File: src/rtl/presence_consts.vh
`ifndef PRESENCE_CONSTS_VH
`define PRESENCE_CONSTS_VH
// =====================================================
// classification thresholds: voltage in percent, frequency in tenths of percent of nominal
`define DEAD_PCT 8'h09
`define LIVE_PCT 8'h0C
`define FREQ_LOW_PCT_DEF 16'h0384
`define FREQ_HIGH_PCT_DEF 16'h044C
`define FREQ_HYST_PCT_DEF 16'h0019
`define PCT_SCALE 8'h64
`define PCT10_SCALE 16'h03E8
// =====================================================
// encodings
`define FREQ_OFF 2'h0
`define FREQ_OK 2'h1
`define FREQ_HIGH 2'h2
`define PHASES_ONE 2'h1
`define PHASES_THREE 2'h3
`define EVT_GEN_BIT 2
`define FS_400_SHIFT 4'h2
`define FS_100_SHIFT 4'h0
`endif

File: src/rtl/volt_hyst.v
`include "presence_consts.vh"
// =====================================================
// dead/live hysteresis for a set of up to six voltages
module volt_hyst #(
  parameter W = 16
) (
  input wire clk_i,
  input wire rst_n_i,
  input wire sample_i,
  input wire [W-1:0] nominal_i,
  input wire [6*W-1:0] volts_i,
  input wire [5:0] use_mask_i,
  output wire live_o
);
  reg live_r;
  wire [W+7:0] dead_lim;
  wire [W+7:0] live_lim;
  reg any_above;
  reg all_below;
  integer k;
  wire [W-1:0] vk [0:5];
  genvar g;
  assign dead_lim = nominal_i * `DEAD_PCT;
  assign live_lim = nominal_i * `LIVE_PCT;
  generate
    for (g = 0; g < 6; g = g + 1)
    begin : sl
      assign vk[g] = volts_i[g*W +: W];
    end
  endgenerate
  always @*
  begin
    any_above = 1'b0;
    all_below = 1'b1;
    for (k = 0; k < 6; k = k + 1)
    begin
      if (use_mask_i[k])
      begin
        // compare v*100 against nominal*pct to avoid division
        if (({8'h00, vk[k]} * `PCT_SCALE) > {8'h00, live_lim})
          any_above = 1'b1;
        if (!(({8'h00, vk[k]} * `PCT_SCALE) < {8'h00, dead_lim}))
          all_below = 1'b0;
      end
    end
  end
  always @(posedge clk_i or negedge rst_n_i)
  begin
    if (!rst_n_i)
      live_r <= 1'b0;
    else if (sample_i)
    begin
      if (any_above)
        live_r <= 1'b1;
      else if (all_below)
        live_r <= 1'b0;
    end
  end
  assign live_o = live_r;
endmodule // volt_hyst

File: src/rtl/freq_hyst.v
`include "presence_consts.vh"
// =====================================================
// frequency band classifier, thresholds in tenths of percent
module freq_hyst #(
  parameter W = 16
) (
  input wire clk_i,
  input wire rst_n_i,
  input wire sample_i,
  input wire [W-1:0] nominal_i,
  input wire [W-1:0] freq_i,
  input wire [15:0] low_pct10_i,
  input wire [15:0] high_pct10_i,
  input wire [15:0] hyst_pct10_i,
  output wire [1:0] state_o
);
  reg [1:0] state_r;
  wire [W+15:0] f_s;
  wire [W+15:0] lo;
  wire [W+15:0] lo_h;
  wire [W+15:0] hi;
  wire [W+15:0] hi_h;
  assign f_s = freq_i * `PCT10_SCALE;
  assign lo = nominal_i * low_pct10_i;
  assign lo_h = nominal_i * (low_pct10_i + hyst_pct10_i);
  assign hi = nominal_i * high_pct10_i;
  assign hi_h = nominal_i * (high_pct10_i - hyst_pct10_i);
  always @(posedge clk_i or negedge rst_n_i)
  begin
    if (!rst_n_i)
      state_r <= `FREQ_OFF;
    else if (sample_i)
    begin
      if (f_s < lo)
        state_r <= `FREQ_OFF;
      else if (f_s > hi)
        state_r <= `FREQ_HIGH;
      else if ((f_s > lo_h) && (f_s < hi_h))
        state_r <= `FREQ_OK;
    end
  end
  assign state_o = state_r;
endmodule // freq_hyst

File: src/rtl/bus_and_mains_presence_detector.v
`include "presence_consts.vh"
// Function
// - external gen sensor overrides internal measurement
// - external input active means gen bus dead
// - dead only when all used voltages below 9%
// - live above 12%, hold between
// - phase count selects three phase-phase voltages or one phase-neutral voltage
// - three phase adds the phase-neutral voltages when enabled
// - event bit 2 logs dead/live change events
// - gen voltage output follows live status
// - load dead input inactive means live
// - else derive load from mains, gen, breakers
// - load voltage output follows load live
// - mains select chooses internal or external
// - external mains active means in tolerance
// - parallel protection trip forces mains off when parallel with mains
// - low threshold, hysteresis band above it
// - high threshold, hysteresis band below it
// - inside hysteresis band keep previous status
// - off below, ok between, high above
// - internal mains ok needs a mains phase count of one or three; external mains ignores it
// - full scale selects 400V or 100V range
module bus_and_mains_presence_detector #(
  parameter W = 16
) (
  input wire CLOCK_I,
  input wire RSTN_I,
  input wire SAMPLE_I,
  input wire [W-1:0] GEN_NOMINAL_I,
  input wire [W-1:0] GEN_VPP_0_I,
  input wire [W-1:0] GEN_VPP_1_I,
  input wire [W-1:0] GEN_VPP_2_I,
  input wire [W-1:0] GEN_VPN_0_I,
  input wire [W-1:0] GEN_VPN_1_I,
  input wire [W-1:0] GEN_VPN_2_I,
  input wire [1:0] GEN_PHASES_I,
  input wire GEN_PN_CHECK_I,
  input wire GEN_FULL_SCALE_100_I,
  input wire GEN_EXT_SEL_I,
  input wire GEN_BUS_DEAD_INPUT_FUNCTION_I,
  input wire [7:0] EVENT_ENABLE_I,
  input wire LOAD_EXT_SEL_I,
  input wire LOAD_BUS_DEAD_INPUT_FUNCTION_I,
  input wire MAINS_BREAKER_CLOSED_I,
  input wire GEN_BREAKER_CLOSED_I,
  input wire [1:0] MAINS_PHASES_I,
  input wire MAINS_EXT_SEL_I,
  input wire EXTERNAL_MAINS_OK_INPUT_FUNCTION_I,
  input wire MAINS_VOLT_OK_I,
  input wire PARALLEL_PROTECTIONS_TRIP_I,
  input wire PARALLEL_WITH_MAINS_I,
  input wire [W-1:0] FREQ_NOMINAL_I,
  input wire [W-1:0] FREQ_I,
  input wire [15:0] FREQ_LOW_PCT10_I,
  input wire [15:0] FREQ_HIGH_PCT10_I,
  input wire [15:0] FREQ_HYST_PCT10_I,
  output wire GEN_VOLTAGE_OUTPUT_FUNCTION_O,
  output wire LOAD_VOLTAGE_OUTPUT_FUNCTION_O,
  output wire GEN_BUS_LIVE_O,
  output wire LOAD_BUS_LIVE_O,
  output wire [1:0] FREQ_STATUS_O,
  output wire MAINS_OK_O,
  output reg GEN_BUS_DEAD_EVENT_O,
  output reg GEN_BUS_LIVE_EVENT_O,
  output reg STATUS_CHANGE_O
);
  // =====================================================
  // pin synchronisers; stage one feeds only stage two
  reg [3:0] pin_s1_r;
  reg [3:0] pin_s2_r;
  wire gen_dead_pin;
  wire load_dead_pin;
  wire mains_ok_pin;
  wire ppr_trip_pin;
  always @(posedge CLOCK_I or negedge RSTN_I)
  begin
    if (!RSTN_I)
    begin
      pin_s1_r <= 4'h0;
      pin_s2_r <= 4'h0;
    end
    else
    begin
      pin_s1_r <= {PARALLEL_PROTECTIONS_TRIP_I, EXTERNAL_MAINS_OK_INPUT_FUNCTION_I,
                   LOAD_BUS_DEAD_INPUT_FUNCTION_I, GEN_BUS_DEAD_INPUT_FUNCTION_I};
      pin_s2_r <= pin_s1_r;
    end
  end
  assign gen_dead_pin = pin_s2_r[0];
  assign load_dead_pin = pin_s2_r[1];
  assign mains_ok_pin = pin_s2_r[2];
  assign ppr_trip_pin = pin_s2_r[3];

  // =====================================================
  // voltage scaling and phase selection
  function [W-1:0] scale_fs;
    input [W-1:0] raw;
    input fs100;
    begin
      // 400V range raw counts are a quarter of the 100V ones
      if (fs100)
        scale_fs = raw >> `FS_100_SHIFT;
      else
        scale_fs = raw << `FS_400_SHIFT;
    end
  endfunction
  wire [6*W-1:0] gen_volts;
  wire [5:0] gen_mask;
  wire three_ph;
  assign three_ph = (GEN_PHASES_I == `PHASES_THREE);
  assign gen_volts = {scale_fs(GEN_VPN_2_I, GEN_FULL_SCALE_100_I),
                      scale_fs(GEN_VPN_1_I, GEN_FULL_SCALE_100_I),
                      scale_fs(GEN_VPN_0_I, GEN_FULL_SCALE_100_I),
                      scale_fs(GEN_VPP_2_I, GEN_FULL_SCALE_100_I),
                      scale_fs(GEN_VPP_1_I, GEN_FULL_SCALE_100_I),
                      scale_fs(GEN_VPP_0_I, GEN_FULL_SCALE_100_I)};
  // single phase uses only the phase-neutral voltage of phase 0
  assign gen_mask = three_ph ? {{3{GEN_PN_CHECK_I}}, 3'h7} : 6'h08;
  wire int_live;
  volt_hyst #(.W(W)) u_gen (
    .clk_i(CLOCK_I),
    .rst_n_i(RSTN_I),
    .sample_i(SAMPLE_I),
    .nominal_i(GEN_NOMINAL_I),
    .volts_i(gen_volts),
    .use_mask_i(gen_mask),
    .live_o(int_live)
  );
  // mains voltages are sampled elsewhere; this block only gates MAINS_VOLT_OK_I with a valid phase count
  wire mains_volt_ok;
  assign mains_volt_ok = MAINS_VOLT_OK_I &
    ((MAINS_PHASES_I == `PHASES_THREE) | (MAINS_PHASES_I == `PHASES_ONE));

  // =====================================================
  // frequency classifier
  wire [1:0] freq_st;
  freq_hyst #(.W(W)) u_freq (
    .clk_i(CLOCK_I),
    .rst_n_i(RSTN_I),
    .sample_i(SAMPLE_I),
    .nominal_i(FREQ_NOMINAL_I),
    .freq_i(FREQ_I),
    .low_pct10_i(FREQ_LOW_PCT10_I),
    .high_pct10_i(FREQ_HIGH_PCT10_I),
    .hyst_pct10_i(FREQ_HYST_PCT10_I),
    .state_o(freq_st)
  );

  // =====================================================
  // status registers, updated per sample
  reg gen_live_r;
  reg load_live_r;
  reg mains_ok_r;
  reg [1:0] freq_r;
  reg gen_live_nxt;
  reg load_live_nxt;
  reg mains_ok_nxt;
  always @*
  begin
    if (GEN_EXT_SEL_I)
      gen_live_nxt = ~gen_dead_pin;
    else
      gen_live_nxt = int_live;
    if (MAINS_EXT_SEL_I)
      mains_ok_nxt = mains_ok_pin;
    else
      mains_ok_nxt = mains_volt_ok & (freq_st == `FREQ_OK);
    if (ppr_trip_pin & PARALLEL_WITH_MAINS_I)
      mains_ok_nxt = 1'b0;
    if (LOAD_EXT_SEL_I)
      load_live_nxt = ~load_dead_pin;
    else
      load_live_nxt = (mains_ok_nxt & MAINS_BREAKER_CLOSED_I) |
                      (gen_live_nxt & GEN_BREAKER_CLOSED_I);
  end
  // the internal classifiers update on the sample edge, so status follows one cycle later
  reg sample_d_r;
  always @(posedge CLOCK_I or negedge RSTN_I)
  begin
    if (!RSTN_I)
    begin
      sample_d_r <= 1'b0;
      gen_live_r <= 1'b0;
      load_live_r <= 1'b0;
      mains_ok_r <= 1'b0;
      freq_r <= `FREQ_OFF;
      GEN_BUS_DEAD_EVENT_O <= 1'b0;
      GEN_BUS_LIVE_EVENT_O <= 1'b0;
      STATUS_CHANGE_O <= 1'b0;
    end
    else
    begin
      sample_d_r <= SAMPLE_I;
      GEN_BUS_DEAD_EVENT_O <= 1'b0;
      GEN_BUS_LIVE_EVENT_O <= 1'b0;
      STATUS_CHANGE_O <= 1'b0;
      if (sample_d_r)
      begin
        gen_live_r <= gen_live_nxt;
        load_live_r <= load_live_nxt;
        mains_ok_r <= mains_ok_nxt;
        freq_r <= freq_st;
        STATUS_CHANGE_O <= (gen_live_nxt != gen_live_r) | (load_live_nxt != load_live_r) |
                           (mains_ok_nxt != mains_ok_r) | (freq_st != freq_r);
        if (EVENT_ENABLE_I[`EVT_GEN_BIT] && (gen_live_nxt != gen_live_r))
        begin
          GEN_BUS_DEAD_EVENT_O <= ~gen_live_nxt;
          GEN_BUS_LIVE_EVENT_O <= gen_live_nxt;
        end
      end
    end
  end
  assign GEN_BUS_LIVE_O = gen_live_r;
  assign GEN_VOLTAGE_OUTPUT_FUNCTION_O = gen_live_r;
  assign LOAD_BUS_LIVE_O = load_live_r;
  assign LOAD_VOLTAGE_OUTPUT_FUNCTION_O = load_live_r;
  assign MAINS_OK_O = mains_ok_r;
  assign FREQ_STATUS_O = freq_r;
endmodule // bus_and_mains_presence_detector

File: config.mk
export PLATFORM = sky130hd
export DESIGN_NAME = bus_and_mains_presence_detector
export DESIGN_NICKNAME = d
export VERILOG_FILES = /design/src/rtl/volt_hyst.v /design/src/rtl/freq_hyst.v /design/src/rtl/bus_and_mains_presence_detector.v
export VERILOG_INCLUDE_DIRS = /design/src /design/src/rtl
export SDC_FILE = /design/constraint.sdc
export NUM_CORES = 2
export LEC_CHECK = 0
export ABC_AREA = 1
export BUFFER_PORTS_ARGS = -buffer_cell sky130_fd_sc_hd__buf_2
export CORE_MARGIN = 2
export CORE_UTILIZATION = 45
export CTS_CLUSTER_SIZE = 16
export DETAILED_ROUTE_END_ITERATION = 16
export RECOVER_POWER = 25
export SYNTH_ARGS = -nofsm -noshare
export SYNTH_HDL_FRONTEND = slang
export SYNTH_SLANG_ARGS = --single-unit
File: constraint.sdc
create_clock -name CLOCK_I -period 4.15 [get_ports CLOCK_I]
set_clock_uncertainty 0.2 [all_clocks]
set_input_delay 0.83 -clock CLOCK_I [delete_from_list [all_inputs] [get_ports CLOCK_I]]
set_output_delay 0.83 -clock CLOCK_I [all_outputs]
set_load 0.01 [all_outputs]
After elaboration in Yosys (flattened, before gate mapping)

Cells that the tools add are included.

Divide/modulo/power cells: 0
$lt $le $gt $ge: 16
Shift-type cells: 0
Multiplexer cells: 45
Reductions and logical operators: 6
Equality and inequality tests: 8
Bitwise gates (word level): 13
Multipliers: 13
Add/sub/neg operators: 2

Operators with widths:

| cell                                                                 | count |
|---|---|
| 23-bit by 20-bit > comparator with 1-bit output                      | 6 |
| 23-bit by 20-bit less-than comparator with 1-bit output              | 6 |
| 16-bit by 5-bit multiplier with 21-bit output, second input constant | 6 |
| 16-bit two-way mux                                                   | 6 |
| 26-bit by 32-bit > comparator with 1-bit output                      | 2 |
| 26-bit by 32-bit less-than comparator with 1-bit output              | 2 |
| 16-bit by 16-bit multiplier with 32-bit output                       | 2 |
| 16-bit by 32-bit multiplier with 32-bit output                       | 2 |
| 1-bit two-way mux                                                    | 35 |
| 16-bit by 7-bit multiplier with 23-bit output, second input constant | 1 |
| 16-bit by 4-bit multiplier with 20-bit output, second input constant | 1 |
| 16-bit by 2-bit multiplier with 18-bit output, second input constant | 1 |
| 16-bit by 16-bit adder with 17-bit output                            | 1 |
| 16-bit by 16-bit subtractor with 17-bit output                       | 1 |
| 2-bit two-way mux                                                    | 3 |
| 6-bit two-way mux                                                    | 1 |
| 1-bit bitwise AND                                                    | 5 |
| 1-bit OR                                                             | 5 |
| 2-bit by 1-bit == test with 1-bit output, second input constant      | 2 |
| 2-bit == test, second input constant                                 | 2 |
| 2-bit AND reduction                                                  | 2 |
| 1-bit inequality test                                                | 3 |
| 1-bit inverter                                                       | 3 |
| 3-bit nonzero test                                                   | 1 |
| 3 further kinds                                                      | 4 |

Memories: 0
Memory bits (read-only): 0
Latch bits: 0
Register bits after elaboration: 20
Memory bits (writable): 0

Depth between registers and ports, before layout

Depth in word-level cells: 17
Mapped depth: 53

Modules after synthesis

Synthesis repeated with hierarchy kept, for this count alone.

Cells, all modules: 8332
Area, all modules: 61305.0 µm²

Modules (own cells, without submodules):

| module                          | cells an instance | instances | area each (µm²) | seq. area each (µm²) |
|---|---|---|---|---|
| freq_hyst                       | 5674              | 1         | 43175.2         | 50.0 |
| volt_hyst                       | 2341              | 1         | 16315.6         | 25.0 |
| bus_and_mains_presence_detector | 317               | 1         | 1814.2          | 425.4 |

Least setup slack after synthesis

No wires, ideal clock.

Path type: input-to-reg
Start: input port FREQ_HIGH_PCT10_I[0]
End: register u_freq.state_r[0], in the netlist u_freq.state_o[0]
Stages: 47
Buffers on the path: 3
Arrival: 8837 ps
Slack: -5004 ps
Cells stage by stage: clkbuf_1 -> clkbuf_1 -> inv_1 -> ha_1 -> fa_1 -> o21a_2 -> o21ai_4 -> a21oi_1 -> inv_1 -> a31oi_1 -> xor2_1 -> buf_4 -> nor2_1 -> fa_1 -> inv_1 -> fa_1 -> inv_1 -> fa_1 -> (+11 left out) -> inv_1 -> a21oi_1 -> o21ai_0 -> xnor2_1 -> ha_1 -> nand4_1 -> nor3_1 -> nand2_1 -> nand3_1 -> nand2_1 -> nand3_1 -> nand3_1 -> nor2_1 -> nand2_1 -> nand2_1 -> nand2_2 -> nand3_1 -> nand2_1

Word-level cells in the longest chain between the ends: 6
Elaborated cells between the ends (all ways): 10
Classes of those cells: 1 x add/sub; 2 x mul; 2 x order compare; 2 x mux; 3 x reduce/logical

Ends and longest elaborated chain:

| item                                                    | RTL line                             | source |
|---|---|---|
| from (decl)                                             | bus_and_mains_presence_detector.v:55 | `input wire [15:0] FREQ_HIGH_PCT10_I,` |
| 16-bit by 16-bit subtractor with 17-bit output          | freq_hyst.v:27                       | `assign hi_h = nominal_i * (high_pct10_i - hyst_pct10_i);` |
| 16-bit by 32-bit multiplier with 32-bit output          | freq_hyst.v:27                       |  |
| 26-bit by 32-bit less-than comparator with 1-bit output | freq_hyst.v:38                       | `else if ((f_s > lo_h) && (f_s < hi_h))` |
| 1-bit logical AND                                       | freq_hyst.v:38                       |  |
| 3-bit nonzero test (no line)                            | --                                   |  |
| 2-bit AND reduction (no line)                           | --                                   |  |
| to (signal assigned)                                    | freq_hyst.v:35                       | `` state_r <= `FREQ_OFF; `` |
| to (signal assigned)                                    | freq_hyst.v:37                       | `` state_r <= `FREQ_HIGH; `` |
| to (signal assigned)                                    | freq_hyst.v:39                       | `` state_r <= `FREQ_OK; `` |
| to (decl)                                               | freq_hyst.v:17                       | `reg [1:0] state_r;` |

Parallel ways exist; a longest one is shown, timed or not.
A chain may end at the register's enable or synchronous reset.

Final worst setup path

Start: input port FREQ_LOW_PCT10_I[0]
End: register u_freq.state_r[0], in the netlist u_freq.state_o[0]

Word-level cells in the longest chain between the ends: 6
Elaborated cells between the ends (all ways): 9
Classes of those cells: 1 x add/sub; 2 x mul; 2 x order compare; 1 x mux; 3 x reduce/logical

Ends and longest elaborated chain:

| item                                            | RTL line                             | source |
|---|---|---|
| from (decl)                                     | bus_and_mains_presence_detector.v:54 | `input wire [15:0] FREQ_LOW_PCT10_I,` |
| 16-bit by 16-bit adder with 17-bit output       | freq_hyst.v:25                       | `assign lo_h = nominal_i * (low_pct10_i + hyst_pct10_i);` |
| 16-bit by 32-bit multiplier with 32-bit output  | freq_hyst.v:25                       |  |
| 26-bit by 32-bit > comparator with 1-bit output | freq_hyst.v:38                       |  |
| 1-bit logical AND                               | freq_hyst.v:38                       |  |
| 3-bit nonzero test (no line)                    | --                                   |  |
| 2-bit AND reduction (no line)                   | --                                   |  |

Parallel ways exist; a longest one is shown, timed or not.

==> metrics.txt <==
peak per-stage delay on the critical path 560 ps; relative slew slack 0.233; number of routed nets with antenna violations 0; routed wire length per instance roughly 17 um; total number of vias roughly 59k; Syn Inst Count approximately 8.2k; total clock buffers created by CTS 3; Root Driver clkbuf_16; Final Net Count around 12k; hold crit path type flip-flop to flip-flop; number of antenna violations at the first check in global routing 9; standard-cell row count 135; Final Cycle Share 2.16; detailed router's first-iteration violation count 3278; status finished, violations left; area of the mapped netlist 61000 um2; critical path data required time 4160 ps; hold wc startpoint pin_s1_r[0]; commonest non-fill, non-tap cells in the layout inv_1, buf_4, nand2_1; max_cap viols 0; Post-Layout Inst Area 79600 um2; die height 372 um; latest clock arrival within the worst-skew pair 270 ps; global placer's final weighted congestion 0.994; final-report hold violation count 0; share of post-route cells with drive strength above 1 0.241; cell type with the largest total area after synthesis fa_1; dpl cell area 76700 um2; instance count after placement with tap cells included 11.6k; critical path fanouts, max 4; number of buffers on the longest clock path 2; post-synthesis sequential element count 20; global-route wire length before repair 319 mm; floorplan die area 139000 um2; setup slack of the critical path after layout -4810 ps; total I/O pin count 230; Detailed Route WL about 200 mm; Least-Margin Pin Slew 1150 ps; register clock-pin slew on the reported worst setup and hold paths around 70 ps; CTS tree yes; total track usage 0.292; vias in the first global route 60.0k; Slowest-stage cell, CP fa_2; endpoint with the worst hold slack pin_s2_r[0]; failing checks negative setup slack; horizontal die dimension 372 um; layout overhead on the synthesized area 30.5%; FFs w/ async S/R, synth 1.00; most common cell after layout, fill and taps aside inv_1; Remaining Overflow, GRT 0; critical path arrival between 8000 and 9000 ps; worst flop-to-flop path endpoint STATUS_CHANGE_O; number of setup violations in the final report 3; maximum achievable frequency roughly 110 MHz; hold path depth 0; sum of net half-perimeters after detailed placement 177 mm; Worst Setup Path Type input port to flip-flop; minimum clock period 8960 ps; launch instance of the worst register-to-register path u_freq.state_o[1]; per-instance average area after synthesis 7.41 um2; top_reg_cell synth dfrtp_1; slack of the worst reg-to-reg path 2410 ps; worst reg2reg path depth 8; most used cell, CP nand2_2; number of detailed-routing iterations run before antenna repair 6; startpoint of the worst setup timing path FREQ_LOW_PCT10_I[0]; dpl ws -5740 ps; count of H-tree levels built during CTS 1; via density per instance 4.98; CTS Hold Buffers Added 0; net count after synthesis 10.6k; initial cell density of the core 0.452; Max Transition Viols Final 0; number of DRC violations after detailed routing 0; number of clock sinks 20; Port-buffer cells between 200 and 250; type of element capturing the critical path flip-flop; share of synthesized area occupied by flip-flops and latches 0.00820; number of library cell types mapped by synthesis 60; final cell count without fillers ~12k; area inside the core boundary 135000 um2; warning count from the yosys run 0; crit start category input port; pin count of the biggest net entering global routing 31; top post-synthesis cells by area fa_1, ha_1, inv_1; setup repair after global routing missed its margin yes; Yosys top cell area share 0.324; number of enable-type register cells in the synthesized netlist 0
sequential cells by signal, summed over array words and instances, names as in the netlist:
signal and cells:
MAINS_OK_O 1, GEN_BUS_LIVE_O 1, FREQ_STATUS_O 2, pin_s2_r 4
pin_s1_r 4, u_gen.live_o 1, GEN_BUS_DEAD_EVENT_O 1, u_freq.state_o 2
LOAD_BUS_LIVE_O 1, GEN_BUS_LIVE_EVENT_O 1, sample_d_r 1, STATUS_CHANGE_O 1
worst max path at each step:
stage                                   end  depth (start not counted)  slack (ps)
after floorplan           u_freq.state_o[0]                         47       -4420
after global placement    u_freq.state_o[0]                         48       -5780
after detailed placement  u_freq.state_o[0]                         48       -5740
after CTS                 u_freq.state_o[0]                         51       -4740
after global routing      u_freq.state_o[0]                         48       -5160
final                     u_freq.state_o[0]                         50       -4810
logic make-up after synthesis:
logic type / Yosys count / synth area share
adder cells (fa/ha/maj): 2110 / 0.554
flip-flops: 20 / 0.00820
buffers and inverters: 2411 / 0.149
AO/OA/AOI/OAI: 903 / 0.0820
AND/OR/NAND/NOR: 2540 / 0.171
XOR/XNOR: 252 / 0.0362
per-stage QoR:
| stage | TNS [ps] | hold slack [ps] | utilization |
|---|---|---|---|
| after global placement | -13810 | 132 | 0.569 |
| final | -11500 | 149 | 0.590 |
| after floorplan | -10310 | 131 | - |
| after CTS | -11310 | 152 | 0.579 |
| after detailed placement | -13820 | 137 | 0.569 |
| after global routing | -12550 | 155 | 0.590 |
synthesized netlist by cell type, types with 68 or more instances:
| cell | count |
|---|---|
| a21oi_1 | 466 |
| clkbuf_1 | 194 |
| fa_1 | 989 |
| ha_1 | 1121 |
| inv_1 | 2162 |
| nand2_1 | 1694 |
| nand3_1 | 192 |
| nor2_1 | 422 |
| nor3_1 | 68 |
| o21ai_0 | 238 |
| xnor2_1 | 87 |
| xor2_1 | 165 |
worst max-delay path: cells and delay by family:
kind	cells	cell delay (ps)
adder cells (fa/ha/maj)	10	3990
buffers and inverters	10	790
AO/OA/AOI/OAI	5	580
XOR/XNOR	1	140
AND/OR/NAND/NOR	24	2610
per-layer routing:
metal  track usage  up-vias  part of all wire
li1              -    28415                 -
met1         0.384    28162              0.43
met2         0.500     1598              0.47
met3        0.0367      343             0.061
met4        0.0876        2             0.038
met5             0        -          0.000064
final cells by class:
type,count,area (um2)
repair buffers,1947,15100
clock buffers,3,75.1
inverters,2195,8270
flip-flops and latches,20,500
fillers,12485,55300
diodes,3,7.51
clock inverters,1,30.0
well taps,1781,2230
multi-input cells,5805,53400
timing repair:
action                     4_1_cts  5_1_grt
setup endpoints to repair        3        3
hold endpoints to repair         0        0
gates resized for setup        159      235
buffers inserted                68       47
pin swaps                      161      217
gates cloned                     2        4
Power is left out: the tool's default activity adds up to more than one toggle a clock period on the data nets, which glitch-free logic cannot reach.
